==> src/verilog/tcc_pkg.sv <==
package tcc_pkg;
    // byte offsets of the registers on the slave port
    localparam logic [4:0] TCC_OFS_CTRL0 = 5'h00;
    localparam logic [4:0] TCC_OFS_CTRL1 = 5'h04;
    localparam logic [4:0] TCC_OFS_CH0_HIGH = 5'h08;
    localparam logic [4:0] TCC_OFS_CH0_LOW = 5'h0C;
    localparam logic [4:0] TCC_OFS_CH1_HIGH = 5'h10;
    localparam logic [4:0] TCC_OFS_CH1_LOW = 5'h14;
    // edge/level select codes
    localparam logic [1:0] TCC_ELS_OFF = 2'h0;
    localparam logic [1:0] TCC_ELS_RISE_TOGGLE = 2'h1;
    localparam logic [1:0] TCC_ELS_FALL_CLEAR = 2'h2;
    localparam logic [1:0] TCC_ELS_BOTH_SET = 2'h3;
    // channel control register layout, msb first
    typedef struct packed {
        logic channel_event_flag;     // bit 7, set by hardware
        logic reserved;               // bit 6, reads zero
        logic buffered_mode_select;   // bit 5, channel 0 only
        logic compare_mode_select;    // bit 4
        logic edge_level_select_hi;   // bit 3
        logic edge_level_select_lo;   // bit 2
        logic overflow_toggle_enable; // bit 1
        logic full_duty_force;        // bit 0
    } tcc_ctrl_s;
    localparam tcc_ctrl_s TCC_CTRL_RESET = 8'h00;
    // mask of bits software may write directly
    localparam logic [7:0] TCC_CTRL_WMASK = 8'h3F;
endpackage

==> src/verilog/tcc_channels.sv <==
// How it works
// (RL1) select bits 00 releases pin to port
// (RL2) reset clears select bits of every channel
// (RL3) preset: mode X0 high, X1 low
// (RL4) capture on rise, fall or either edge
// (RL5) unbuffered compare toggles, clears or sets pin
// (RL6) buffered compare uses same pin actions
// (RL7) source holds pin stable two clocks first
// (RL8) overflow toggle in compare, cleared by reset
// (RL9) overflow action beats simultaneous compare
// (RL10) full duty force gives 100% output
// (RL11) full duty change acts next cycle
// (RL12) value registers hold capture or compare value
// (RL13) high byte read blocks capture until low
// (RL14) high byte write blocks compare until low
// (RL15) flag sets on capture edge or match
// (RL16) channel 0 buffered disables channel 1
// (RL17) software halts and clears counter first
// (RL18) buffered compare alternates values at overflow
`timescale 1ns/1ps
`default_nettype none
module tcc_channels
    import tcc_pkg::*;
(
    // clock and reset
    input wire logic clk_in,
    input wire logic reset_in,
    // avalon-mm slave
    input wire logic [4:0] avs_address_in,
    input wire logic avs_read_in,
    input wire logic avs_write_in,
    input wire logic [31:0] avs_writedata_in,
    input wire logic [3:0] avs_byteenable_in,
    output logic [31:0] avs_readdata_out,
    output logic avs_waitrequest_out,
    // shared counter
    input wire logic [15:0] counter_value_in,
    input wire logic timer_tick_in,
    input wire logic counter_overflow_in,
    // channel pins
    input wire logic [1:0] channel_pin_in,
    output logic [1:0] channel_pin_out,
    output logic [1:0] channel_pin_oe_out,
    // event flags
    output logic [1:0] channel_event_flag_out
);
    ////////////////////////////////////////////////////////////////////////////
    // state
    tcc_ctrl_s ctrl_reg [2];        // channel control
    tcc_ctrl_s ctrl_next [2];
    logic [15:0] val_reg [2];       // channel values, no reset
    logic [15:0] val_next [2];
    logic [1:0] out_reg, out_next;  // pin output level
    logic [1:0] prev_reg, prev_next;    // pin last cycle, for edges
    logic [1:0] cap_blk_reg, cap_blk_next;  // capture held off
    logic [1:0] cmp_blk_reg, cmp_blk_next;  // compare held off
    logic [1:0] armed_reg, armed_next;  // flag seen set by a read
    logic [1:0] max_act_reg, max_act_next;  // full duty in this cycle
    logic buf_sel_reg, buf_sel_next;    // buffered: 1 = channel 1 value
    logic rvalid_reg, rvalid_next;  // read answer ready
    logic [7:0] rdata_reg, rdata_next;
    // per-channel decode, also seen by the checks
    logic [1:0] els_v [2];
    logic [1:0] en_v, capm_v, cmpm_v, hit_v, match_v, ovf_v;
    logic wr_en, rd_take;

    ////////////////////////////////////////////////////////////////////////////
    // bus handshake: writes finish at once, reads wait one cycle
    assign avs_waitrequest_out = avs_read_in & ~rvalid_reg;
    assign avs_readdata_out = {24'h000000, rdata_reg};
    assign wr_en = avs_write_in & avs_byteenable_in[0];
    assign rd_take = avs_read_in & rvalid_reg;

    // pins and flags straight from state
    assign channel_pin_out = out_reg;
    assign channel_pin_oe_out = cmpm_v;     // capture and off leave pin undriven
    assign channel_event_flag_out = {ctrl_reg[1].channel_event_flag,
                                     ctrl_reg[0].channel_event_flag};

    ////////////////////////////////////////////////////////////////////////////
    // next-state logic for channels and bus
    always_comb begin
        logic [15:0] act;
        logic [1:0] sel;
        logic rise, fall, flag_set, flag_clr;
        act = 16'h0000;
        sel = 2'h0;
        rise = 1'b0;
        fall = 1'b0;
        flag_set = 1'b0;
        flag_clr = 1'b0;
        ctrl_next = ctrl_reg;
        val_next = val_reg;
        out_next = out_reg;
        prev_next = channel_pin_in;
        cap_blk_next = cap_blk_reg;
        cmp_blk_next = cmp_blk_reg;
        armed_next = armed_reg;
        max_act_next = max_act_reg;
        buf_sel_next = buf_sel_reg;
        rvalid_next = avs_read_in & ~rvalid_reg;
        rdata_next = rdata_reg;
        // channel 1 is dead while channel 0 runs buffered
        en_v = {~ctrl_reg[0].buffered_mode_select, 1'b1}; // RL16
        // alternate the active compare value at each overflow
        if (ctrl_reg[0].buffered_mode_select) begin
            if (counter_overflow_in) begin
                buf_sel_next = ~buf_sel_reg; // RL18
            end
        end else begin
            buf_sel_next = 1'b0;
        end
        for (int ch = 0; ch < 2; ch++) begin
            // select bits 00 means channel is off the pin
            els_v[ch] = en_v[ch] ? {ctrl_reg[ch].edge_level_select_hi,
                                   ctrl_reg[ch].edge_level_select_lo} : TCC_ELS_OFF; // RL1
            capm_v[ch] = (els_v[ch] != TCC_ELS_OFF) & ~ctrl_reg[ch].buffered_mode_select
                         & ~ctrl_reg[ch].compare_mode_select;
            cmpm_v[ch] = (els_v[ch] != TCC_ELS_OFF) & ~capm_v[ch];
            // inputs are taken as synchronous, so no extra stages
            rise = channel_pin_in[ch] & ~prev_reg[ch];
            fall = ~channel_pin_in[ch] & prev_reg[ch];
            unique case (els_v[ch])
                TCC_ELS_RISE_TOGGLE: hit_v[ch] = rise; // RL4
                TCC_ELS_FALL_CLEAR: hit_v[ch] = fall; // RL4
                TCC_ELS_BOTH_SET: hit_v[ch] = rise | fall; // RL4
                TCC_ELS_OFF: hit_v[ch] = 1'b0;
            endcase
            hit_v[ch] = hit_v[ch] & capm_v[ch] & ~cap_blk_reg[ch]; // RL13
            // buffered channel 0 compares against either value
            act = (ch == 0 && ctrl_reg[0].buffered_mode_select && buf_sel_reg)
                  ? val_reg[1] : val_reg[ch]; // RL18
            match_v[ch] = cmpm_v[ch] & timer_tick_in & (counter_value_in == act)
                          & ~cmp_blk_reg[ch]; // RL14
            ovf_v[ch] = cmpm_v[ch] & ctrl_reg[ch].overflow_toggle_enable
                        & counter_overflow_in; // RL8
            // capture counter into the value register
            if (hit_v[ch]) begin
                val_next[ch] = counter_value_in; // RL12
            end
            // pin action; overflow first, then compare
            if (els_v[ch] == TCC_ELS_OFF) begin
                out_next[ch] = ~ctrl_reg[ch].compare_mode_select; // RL3
            end else if (ovf_v[ch]) begin
                out_next[ch] = max_act_reg[ch] ? 1'b1 : ~out_reg[ch]; // RL9 RL10
            end else if (match_v[ch] && !max_act_reg[ch]) begin
                unique case (els_v[ch])
                    TCC_ELS_RISE_TOGGLE: out_next[ch] = ~out_reg[ch]; // RL5 RL6
                    TCC_ELS_FALL_CLEAR: out_next[ch] = 1'b0; // RL5 RL6
                    TCC_ELS_BOTH_SET: out_next[ch] = 1'b1; // RL5 RL6
                    TCC_ELS_OFF: out_next[ch] = out_reg[ch];
                endcase
            end
            // full duty is sampled only at a cycle boundary
            if (counter_overflow_in) begin
                max_act_next[ch] = ctrl_reg[ch].full_duty_force
                                   & ctrl_reg[ch].overflow_toggle_enable; // RL11
            end
            // block flags leave with the mode
            if (!capm_v[ch]) begin
                cap_blk_next[ch] = 1'b0;
            end
            if (!cmpm_v[ch]) begin
                cmp_blk_next[ch] = 1'b0;
            end
            // bus side effects on this channel
            sel = ch[1:0];
            flag_set = hit_v[ch] | match_v[ch]; // RL15
            flag_clr = 1'b0;
            if (wr_en && avs_address_in == (sel[0] ? TCC_OFS_CTRL1 : TCC_OFS_CTRL0)
                && en_v[ch]) begin
                ctrl_next[ch] = (ctrl_reg[ch] & ~TCC_CTRL_WMASK)
                                | (avs_writedata_in[7:0] & TCC_CTRL_WMASK);
                // only channel 0 has the buffered select
                if (ch == 1) begin
                    ctrl_next[ch].buffered_mode_select = 1'b0;
                end
                // flag clears by read-while-set then write zero
                flag_clr = armed_reg[ch] & ~avs_writedata_in[7];
                armed_next[ch] = 1'b0;
            end
            if (wr_en && avs_address_in == (sel[0] ? TCC_OFS_CH1_HIGH : TCC_OFS_CH0_HIGH)) begin
                val_next[ch][15:8] = avs_writedata_in[7:0];
                cmp_blk_next[ch] = cmpm_v[ch]; // RL14
            end
            if (wr_en && avs_address_in == (sel[0] ? TCC_OFS_CH1_LOW : TCC_OFS_CH0_LOW)) begin
                val_next[ch][7:0] = avs_writedata_in[7:0];
                cmp_blk_next[ch] = 1'b0; // RL14
            end
            if (rd_take && avs_address_in == (sel[0] ? TCC_OFS_CTRL1 : TCC_OFS_CTRL0)
                && ctrl_reg[ch].channel_event_flag) begin
                armed_next[ch] = 1'b1;
            end
            if (rd_take && avs_address_in == (sel[0] ? TCC_OFS_CH1_HIGH : TCC_OFS_CH0_HIGH)) begin
                cap_blk_next[ch] = capm_v[ch]; // RL13
            end
            if (rd_take && avs_address_in == (sel[0] ? TCC_OFS_CH1_LOW : TCC_OFS_CH0_LOW)) begin
                cap_blk_next[ch] = 1'b0; // RL13
            end
            // a new event wins over a clear in the same cycle
            if (flag_set) begin
                ctrl_next[ch].channel_event_flag = 1'b1; // RL15
            end else if (flag_clr) begin
                ctrl_next[ch].channel_event_flag = 1'b0;
            end
        end
        // read data captured in the wait cycle
        if (avs_read_in && !rvalid_reg) begin
            unique case (avs_address_in)
                TCC_OFS_CTRL0: rdata_next = ctrl_reg[0];
                TCC_OFS_CTRL1: rdata_next = en_v[1] ? ctrl_reg[1] : 8'h00;
                TCC_OFS_CH0_HIGH: rdata_next = val_reg[0][15:8];
                TCC_OFS_CH0_LOW: rdata_next = val_reg[0][7:0];
                TCC_OFS_CH1_HIGH: rdata_next = val_reg[1][15:8];
                TCC_OFS_CH1_LOW: rdata_next = val_reg[1][7:0];
                default: rdata_next = 8'h00;    // unmapped reads zero
            endcase
        end
    end

    ////////////////////////////////////////////////////////////////////////////
    // registers; channel values are deliberately not reset
    always_ff @(posedge clk_in) begin
        val_reg <= val_next;
        prev_reg <= prev_next;
        if (reset_in) begin
            ctrl_reg[0] <= TCC_CTRL_RESET; // RL2 RL8
            ctrl_reg[1] <= TCC_CTRL_RESET; // RL2 RL8
            out_reg <= 2'h3;
            cap_blk_reg <= 2'h0;
            cmp_blk_reg <= 2'h0;
            armed_reg <= 2'h0;
            max_act_reg <= 2'h0;
            buf_sel_reg <= 1'b0;
            rvalid_reg <= 1'b0;
            rdata_reg <= 8'h00;
        end else begin
            ctrl_reg <= ctrl_next;
            out_reg <= out_next;
            cap_blk_reg <= cap_blk_next;
            cmp_blk_reg <= cmp_blk_next;
            armed_reg <= armed_next;
            max_act_reg <= max_act_next;
            buf_sel_reg <= buf_sel_next;
            rvalid_reg <= rvalid_next;
            rdata_reg <= rdata_next;
        end
    end

    ////////////////////////////////////////////////////////////////////////////
    // checks
    property p_off_pin; // RL1
        @(posedge clk_in) disable iff (reset_in)
        (els_v[0] == TCC_ELS_OFF) |-> !channel_pin_oe_out[0];
    endproperty
    a_off_pin: assert property (p_off_pin) else $error("pin driven while off"); // RL1

    property p_reset_sel; // RL2
        @(posedge clk_in) reset_in |=> (els_v[0] == TCC_ELS_OFF) && (els_v[1] == TCC_ELS_OFF);
    endproperty
    a_reset_sel: assert property (p_reset_sel) else $error("select bits not cleared"); // RL2

    property p_preset; // RL3
        @(posedge clk_in) disable iff (reset_in)
        (els_v[0] == TCC_ELS_OFF) |=> out_reg[0] == !$past(ctrl_reg[0].compare_mode_select);
    endproperty
    a_preset: assert property (p_preset) else $error("preset level wrong"); // RL3

    property p_capture; // RL4
        @(posedge clk_in) disable iff (reset_in)
        hit_v[1] |=> val_reg[1] == $past(counter_value_in) && ctrl_reg[1].channel_event_flag;
    endproperty
    a_capture: assert property (p_capture) else $error("capture lost"); // RL4

    property p_toggle; // RL5
        @(posedge clk_in) disable iff (reset_in)
        match_v[0] && !ovf_v[0] && !max_act_reg[0] && els_v[0] == TCC_ELS_RISE_TOGGLE
        |=> out_reg[0] != $past(out_reg[0]);
    endproperty
    a_toggle: assert property (p_toggle) else $error("compare toggle missing"); // RL5

    property p_ovf_first; // RL9
        @(posedge clk_in) disable iff (reset_in)
        ovf_v[0] && match_v[0] && !max_act_reg[0] |=> out_reg[0] != $past(out_reg[0]);
    endproperty
    a_ovf_first: assert property (p_ovf_first) else $error("overflow lost to compare"); // RL9

    property p_full_duty; // RL10
        @(posedge clk_in) disable iff (reset_in)
        ovf_v[0] && max_act_reg[0] |=> out_reg[0] ##1 out_reg[0] || !max_act_reg[0] || ovf_v[0];
    endproperty
    a_full_duty: assert property (p_full_duty) else $error("full duty not held"); // RL10

    // a held-off channel 1 must keep its captured value, whatever the pin does
    property p_cap_block; // RL13
        @(posedge clk_in) disable iff (reset_in)
        cap_blk_reg[1] && !wr_en |=> val_reg[1] == $past(val_reg[1]);
    endproperty
    a_cap_block: assert property (p_cap_block) else $error("capture while blocked"); // RL13

    property p_ch1_off; // RL16
        @(posedge clk_in) disable iff (reset_in)
        ctrl_reg[0].buffered_mode_select |-> !channel_pin_oe_out[1] && !match_v[1];
    endproperty
    a_ch1_off: assert property (p_ch1_off) else $error("channel 1 active in buffered"); // RL16
endmodule
`default_nettype wire

==> config.mk <==
export PLATFORM = sky130hd
export DESIGN_NAME = tcc_channels
export DESIGN_NICKNAME = d
export VERILOG_FILES = /design/src/verilog/tcc_pkg.sv /design/src/verilog/tcc_channels.sv
export SDC_FILE = /design/constraint.sdc
export NUM_CORES = 1
export LEC_CHECK = 0
export BUFFER_PORTS_ARGS = -buffer_cell sky130_fd_sc_hd__buf_2
export CAP_MARGIN = 20
export CORE_MARGIN = 2
export CORE_UTILIZATION = 55
export CTS_CLUSTER_SIZE = 25
export DETAILED_ROUTE_END_ITERATION = 8
export GPL_TIMING_DRIVEN = 0
export PLACE_DENSITY = 0.82
export SYNTH_ARGS = -nofsm -noshare
export SYNTH_HDL_FRONTEND = slang
export SYNTH_SLANG_ARGS = --single-unit
==> constraint.sdc <==
create_clock -name clk_in -period 5.2 [get_ports clk_in]
set_input_delay 0.52 -clock clk_in [delete_from_list [all_inputs] [get_ports clk_in]]
set_output_delay 0.52 -clock clk_in [all_outputs]
set_load 0.05 [all_outputs]
# [Word level (Yosys, flattened, before mapping)]
# Cells that the tools add are included.
[totals] wordCells=187 ff_bits=69 out_inout_bits=39
[classes] bitwise_logic=54 n_mux=42 eq_ne=17 n_reduce_logical=42
[op_table] operator="8-bit 2-to-1 mux" count=7
[op_table] operator="16-bit 2-to-1 mux" count=3
[op_table] operator="8-bit one-hot mux with 6 select lines" count=1
[op_table] operator="16-bit equality test" count=2
[op_table] operator="1-bit AND" count=30
[op_table] operator="1-bit 2-to-1 mux" count=26
[op_table] operator="1-bit logical AND" count=19
[op_table] operator="1-bit inverter" count=18
[op_table] operator="8-bit by 6-bit OR with 8-bit output" count=2
[op_table] operator="2-bit nonzero test" count=8
[op_table] operator="3-bit nonzero test" count=4
[op_table] operator="5-bit by 4-bit equality test with 1-bit output (second input constant)" count=2
[op_table] operator="5-bit equality test (second input constant)" count=2
[op_table] operator="2-bit OR reduction" count=5
[op_table] operator="2-bit equality test (second input constant)" count=4
[op_table] operator="2-bit by 1-bit inequality test with 1-bit output (second input constant)" count=4
[op_table] operator="1-bit one-hot mux with 4 select lines" count=2
[op_table] operator="1-bit one-hot mux with 3 select lines" count=2
[op_table] operator="5-bit by 3-bit equality test with 1-bit output (second input constant)" count=1
[op_table] operator="5-bit logical NOT" count=1
[op_table] operator="2-bit by 1-bit equality test with 1-bit output (second input constant)" count=2
[op_table] operator="2-bit logical NOT" count=2
[op_table] operator="1-bit OR" count=4
[op_table] operator="1-bit logical NOT" count=3
[op_table] operator="2-bit 2-to-1 mux" count=1

# [Longest topological paths before layout]
[depth] depth_word=12 depth_mapped=9

# [Least setup slack after synthesis]
# OpenSTA, ideal clock, no wires.
[synth_path] kind="input to register" startpoint="input port avs_address_in[1]" endpoint="register val_reg[24] (netlist bit), enable pin" setup_time_ns=0.334 t_arrival_ns=1.966 path_stages=5 slack_ns=2.899 path_cell_list="or2_1 or3b_1 buf_2 nor3_4 nand2b_1"
[synth_between] elab_chain_cells=3
[synth_lines] element="start, declared" line="tcc_channels.sv:29" rtl="input wire logic [4:0] avs_address_in,"
[synth_lines] element="5-bit by 4-bit equality test with 1-bit output" line="tcc_channels.sv:182" rtl="if (wr_en && avs_address_in == (sel[0] ? TCC_OFS_CH1_HIGH : TCC_OFS_CH0_HIGH)) begin"
[synth_lines] element="1-bit logical AND" line="tcc_channels.sv:182"
[synth_lines] element="2-bit nonzero test (no line)"
[synth_lines] element="end signal, assigned" line="tcc_channels.sv:224" rtl="val_reg <= val_next;"
[synth_lines] element="end, declared" line="tcc_channels.sv:51" rtl="logic [15:0] val_reg [2];"
# No other way between the ends.
# A chain may end at the register's enable or synchronous reset.

# [Worst setup path in the final report]
[layout_path] startpoint="input port avs_address_in[1]" endpoint="register val_reg[15] (netlist bit), enable pin"
[layout_between] elab_chain_cells=3
[layout_lines] element="5-bit equality test" line="tcc_channels.sv:182"
[layout_lines] element="1-bit logical AND" line="tcc_channels.sv:182"
[layout_lines] element="2-bit nonzero test (no line)"
# No other way between the ends.

==> reports/results.txt <==
Final Hold Viols = 0
Nets@finish = 553
Final worst path period share = 0.5354
Worst path arrival time = 2770 ps
Final Routed Wirelength = 10.50 mm
Initial core utilization = 0.5623
RR Startpoint = val_reg[10]
Die height = 89.66 µm
Worst hold path class = input pin to register
Area grow syn2layout = 15.57%
Critical Path Fanout Max = 10
Clock Latency Late Sink = 350 ps
Synth unique cells = 61
Post-synthesis cell area = 4035 µm²
Vias in the first global route = 3072
Setup ws final = 2416 ps
CTS tree = done
Syn Inst Count = 399
CTS sink cnt = 67
Cell Rows = 31
Rel. slew slack = 0.3181
Top post-synthesis cells by area = edfxtp_1, dfxtp_1, mux2_2, mux2i_1, buf_4
Max clock buf depth = 2
Port Buf Inserts = 51
Global-route wire length before repair = 15.88 mm
Largest net degree at the start of global routing = 11
Cts bufs inserted = 9
Crit. Startpoint = avs_address_in[1]
CP required = 5180 ps
Pwr Density = 238.6 nW/µm²
R2R cell count = 7
GP Congestion = 0.9287
Unrepaired setup endpoints after global routing = false
# diodes = 0
FMAX = 0.3592 GHz
Clock Pin Slew Worst Setup and Hold Paths = 70 ps
CTS root buf = clkbuf_8
Yosys top cell by area = edfxtp_1
Worst Setup EP = val_reg[15]
Die area = 8038 µm²
Area share of the leading cell type in the synthesized netlist = 0.2381
Util after Layout = 0.6499
DRT Pass-1 Iters = 5
HPWL Detailed = 7.871 mm
CP startpoint kind = input pin
Finished Layout Cells = 588
H-Tree Depth = 3
Status = complete, no violations
Layout cells sized above 1 = 0.2761
Max Cap Viol = 0
Post_cts resized = 0
FFs w/ async S/R, synth = 0
Leakage = 0.001899 µW
Main flop type after synthesis = dfxtp_1
Hold_buf cts = 0
Chip Width = 89.66 µm
Antenna viol nets, final = 0
Via count = 3363
# fillers = 608
Peak supply drop = 0.1587 mV
Commonest cells post-synth = dfxtp_1, edfxtp_1, mux2_2, nand2_1, buf_4
Number of setup buffers added after CTS = 0
Max reg flops = 32
Setup crit end kind = register
Max Slew Vio Count = 0
Setup TNS = 0 ps
Routed len/inst = 17.86 µm
# placed instances = 572
Routed vias/inst = 5.719
Syn. warnings = 0
Final setup viols = 0
Tightest Pin Transition = 1015 ps
Remaining Overflow, GRT = 0
Initial antenna violation count = 0
FF-to-FF End = channel_pin_out[0]
Post-synthesis sequential area ratio = 0.4118
Worst reg2reg setup slack = 2990 ps
#FFs+latches synth = 67
Post-layout min period = 2784 ps
Final total power = 1112 µW
I/O pin cnt = 104
Core area = 7176 µm²
Post-synth EDFFs = 32
DRC violations left = 0
Starting DRT DRC Count = 307
Setup CP Type = input pin to register
All-Layer GR Usage = 0.2729
Mean area per synthesized cell = 10.11 µm²
Post-route clock skew = 6.116 ps
Count leader, synth = dfxtp_1
Place WS = 2025 ps
## kinds of logic (layout without fill, tap and decap cells)
group | count (synthesis) | count (layout) | share of synthesized area
adders and majority gates | 4 | 4 | 0.01240
xor gates and xnor gates | 32 | 32 | 0.06946
DFF | 67 | 67 | 0.4118
AOI/OAI and AO/OA | 68 | 68 | 0.1126
and+or+nand+nor | 115 | 115 | 0.1581
muxes | 58 | 58 | 0.1541
buffers and inverters | 54 | 121 | 0.08062
other | 1 | 24 | 0.0009293
## where the power goes
group	leakage [µW]	internal [µW]	switching, µW
Combinational	0.00124	58.3	114
Sequential	0.000572	558	3.47
Clock	0.0000848	184	195
## routing by layer
layer	routed length [µm]	global-route usage	vias to the layer above
met5	0	0	-
met4	233	0.1221	0
met3	1047	0.04662	24
met2	4956	0.4398	197
met1	4262	0.3609	1563
li1	-	-	1579
## cells in the final DEF (no fill, tap or decap), drive strengths merged, types with 4 or more instances in the layout
cell type,instances
conb,24
inv,8
nand3b,6
nor3,12
clkbuf,24
nor2,19
clkinv,4
nand2,33
edfxtp,32
a211oi,5
nand3,5
a31oi,6
buf,85
o21ai,14
nand4,4
dfxtp,35
nand2b,10
and3,5
xnor2,17
nor4,6
mux2,33
a22o,5
ha,4
mux2i,25
xor2,15
a21oi,16
## worst max-delay path: stages
cell and delay (ps):
buf_2 90, or2_1 300, nor3_1 800, and3_1 270
buf_2 300, nand2b_1 480
## worst min-delay path by stage
stage,slack (ps),depth (start not counted),startpoint,end
final,310,1,channel_pin_in[0],prev_reg[0]
after global routing,300,1,channel_pin_in[0],prev_reg[0]
after CTS,300,1,channel_pin_in[1],prev_reg[1]
after detailed placement,460,2,rdata_reg[5],rdata_reg[5]
after global placement,450,2,rdata_reg[5],rdata_reg[5]
after floorplan,450,2,armed_reg[1],armed_reg[1]
## cell type report
| cell class | count | area (µm²) | area share |
|---|---|---|---|
| timing repair buffer | 51 | 255.2 | 0.05474 |
| tap | 99 | 123.9 | 0.02656 |
| sequential | 67 | 1662 | 0.3563 |
| buffer | 45 | 291.5 | 0.06252 |
| multi-input combinational | 301 | 2135 | 0.4577 |
| clock inverter | 3 | 13.76 | 0.002951 |
| inverter | 9 | 33.78 | 0.007244 |
| clock buffer | 13 | 148.9 | 0.03193 |
## metrics by stage
step	hold slack, ps	cell area, µm²
after global routing	303.9	4663
after floorplan	445.3	4121
after CTS	297.4	4663
final	305.6	4663
after global placement	452.9	4501
after detailed placement	457.0	4501
Power figures use the tool's default switching activity.
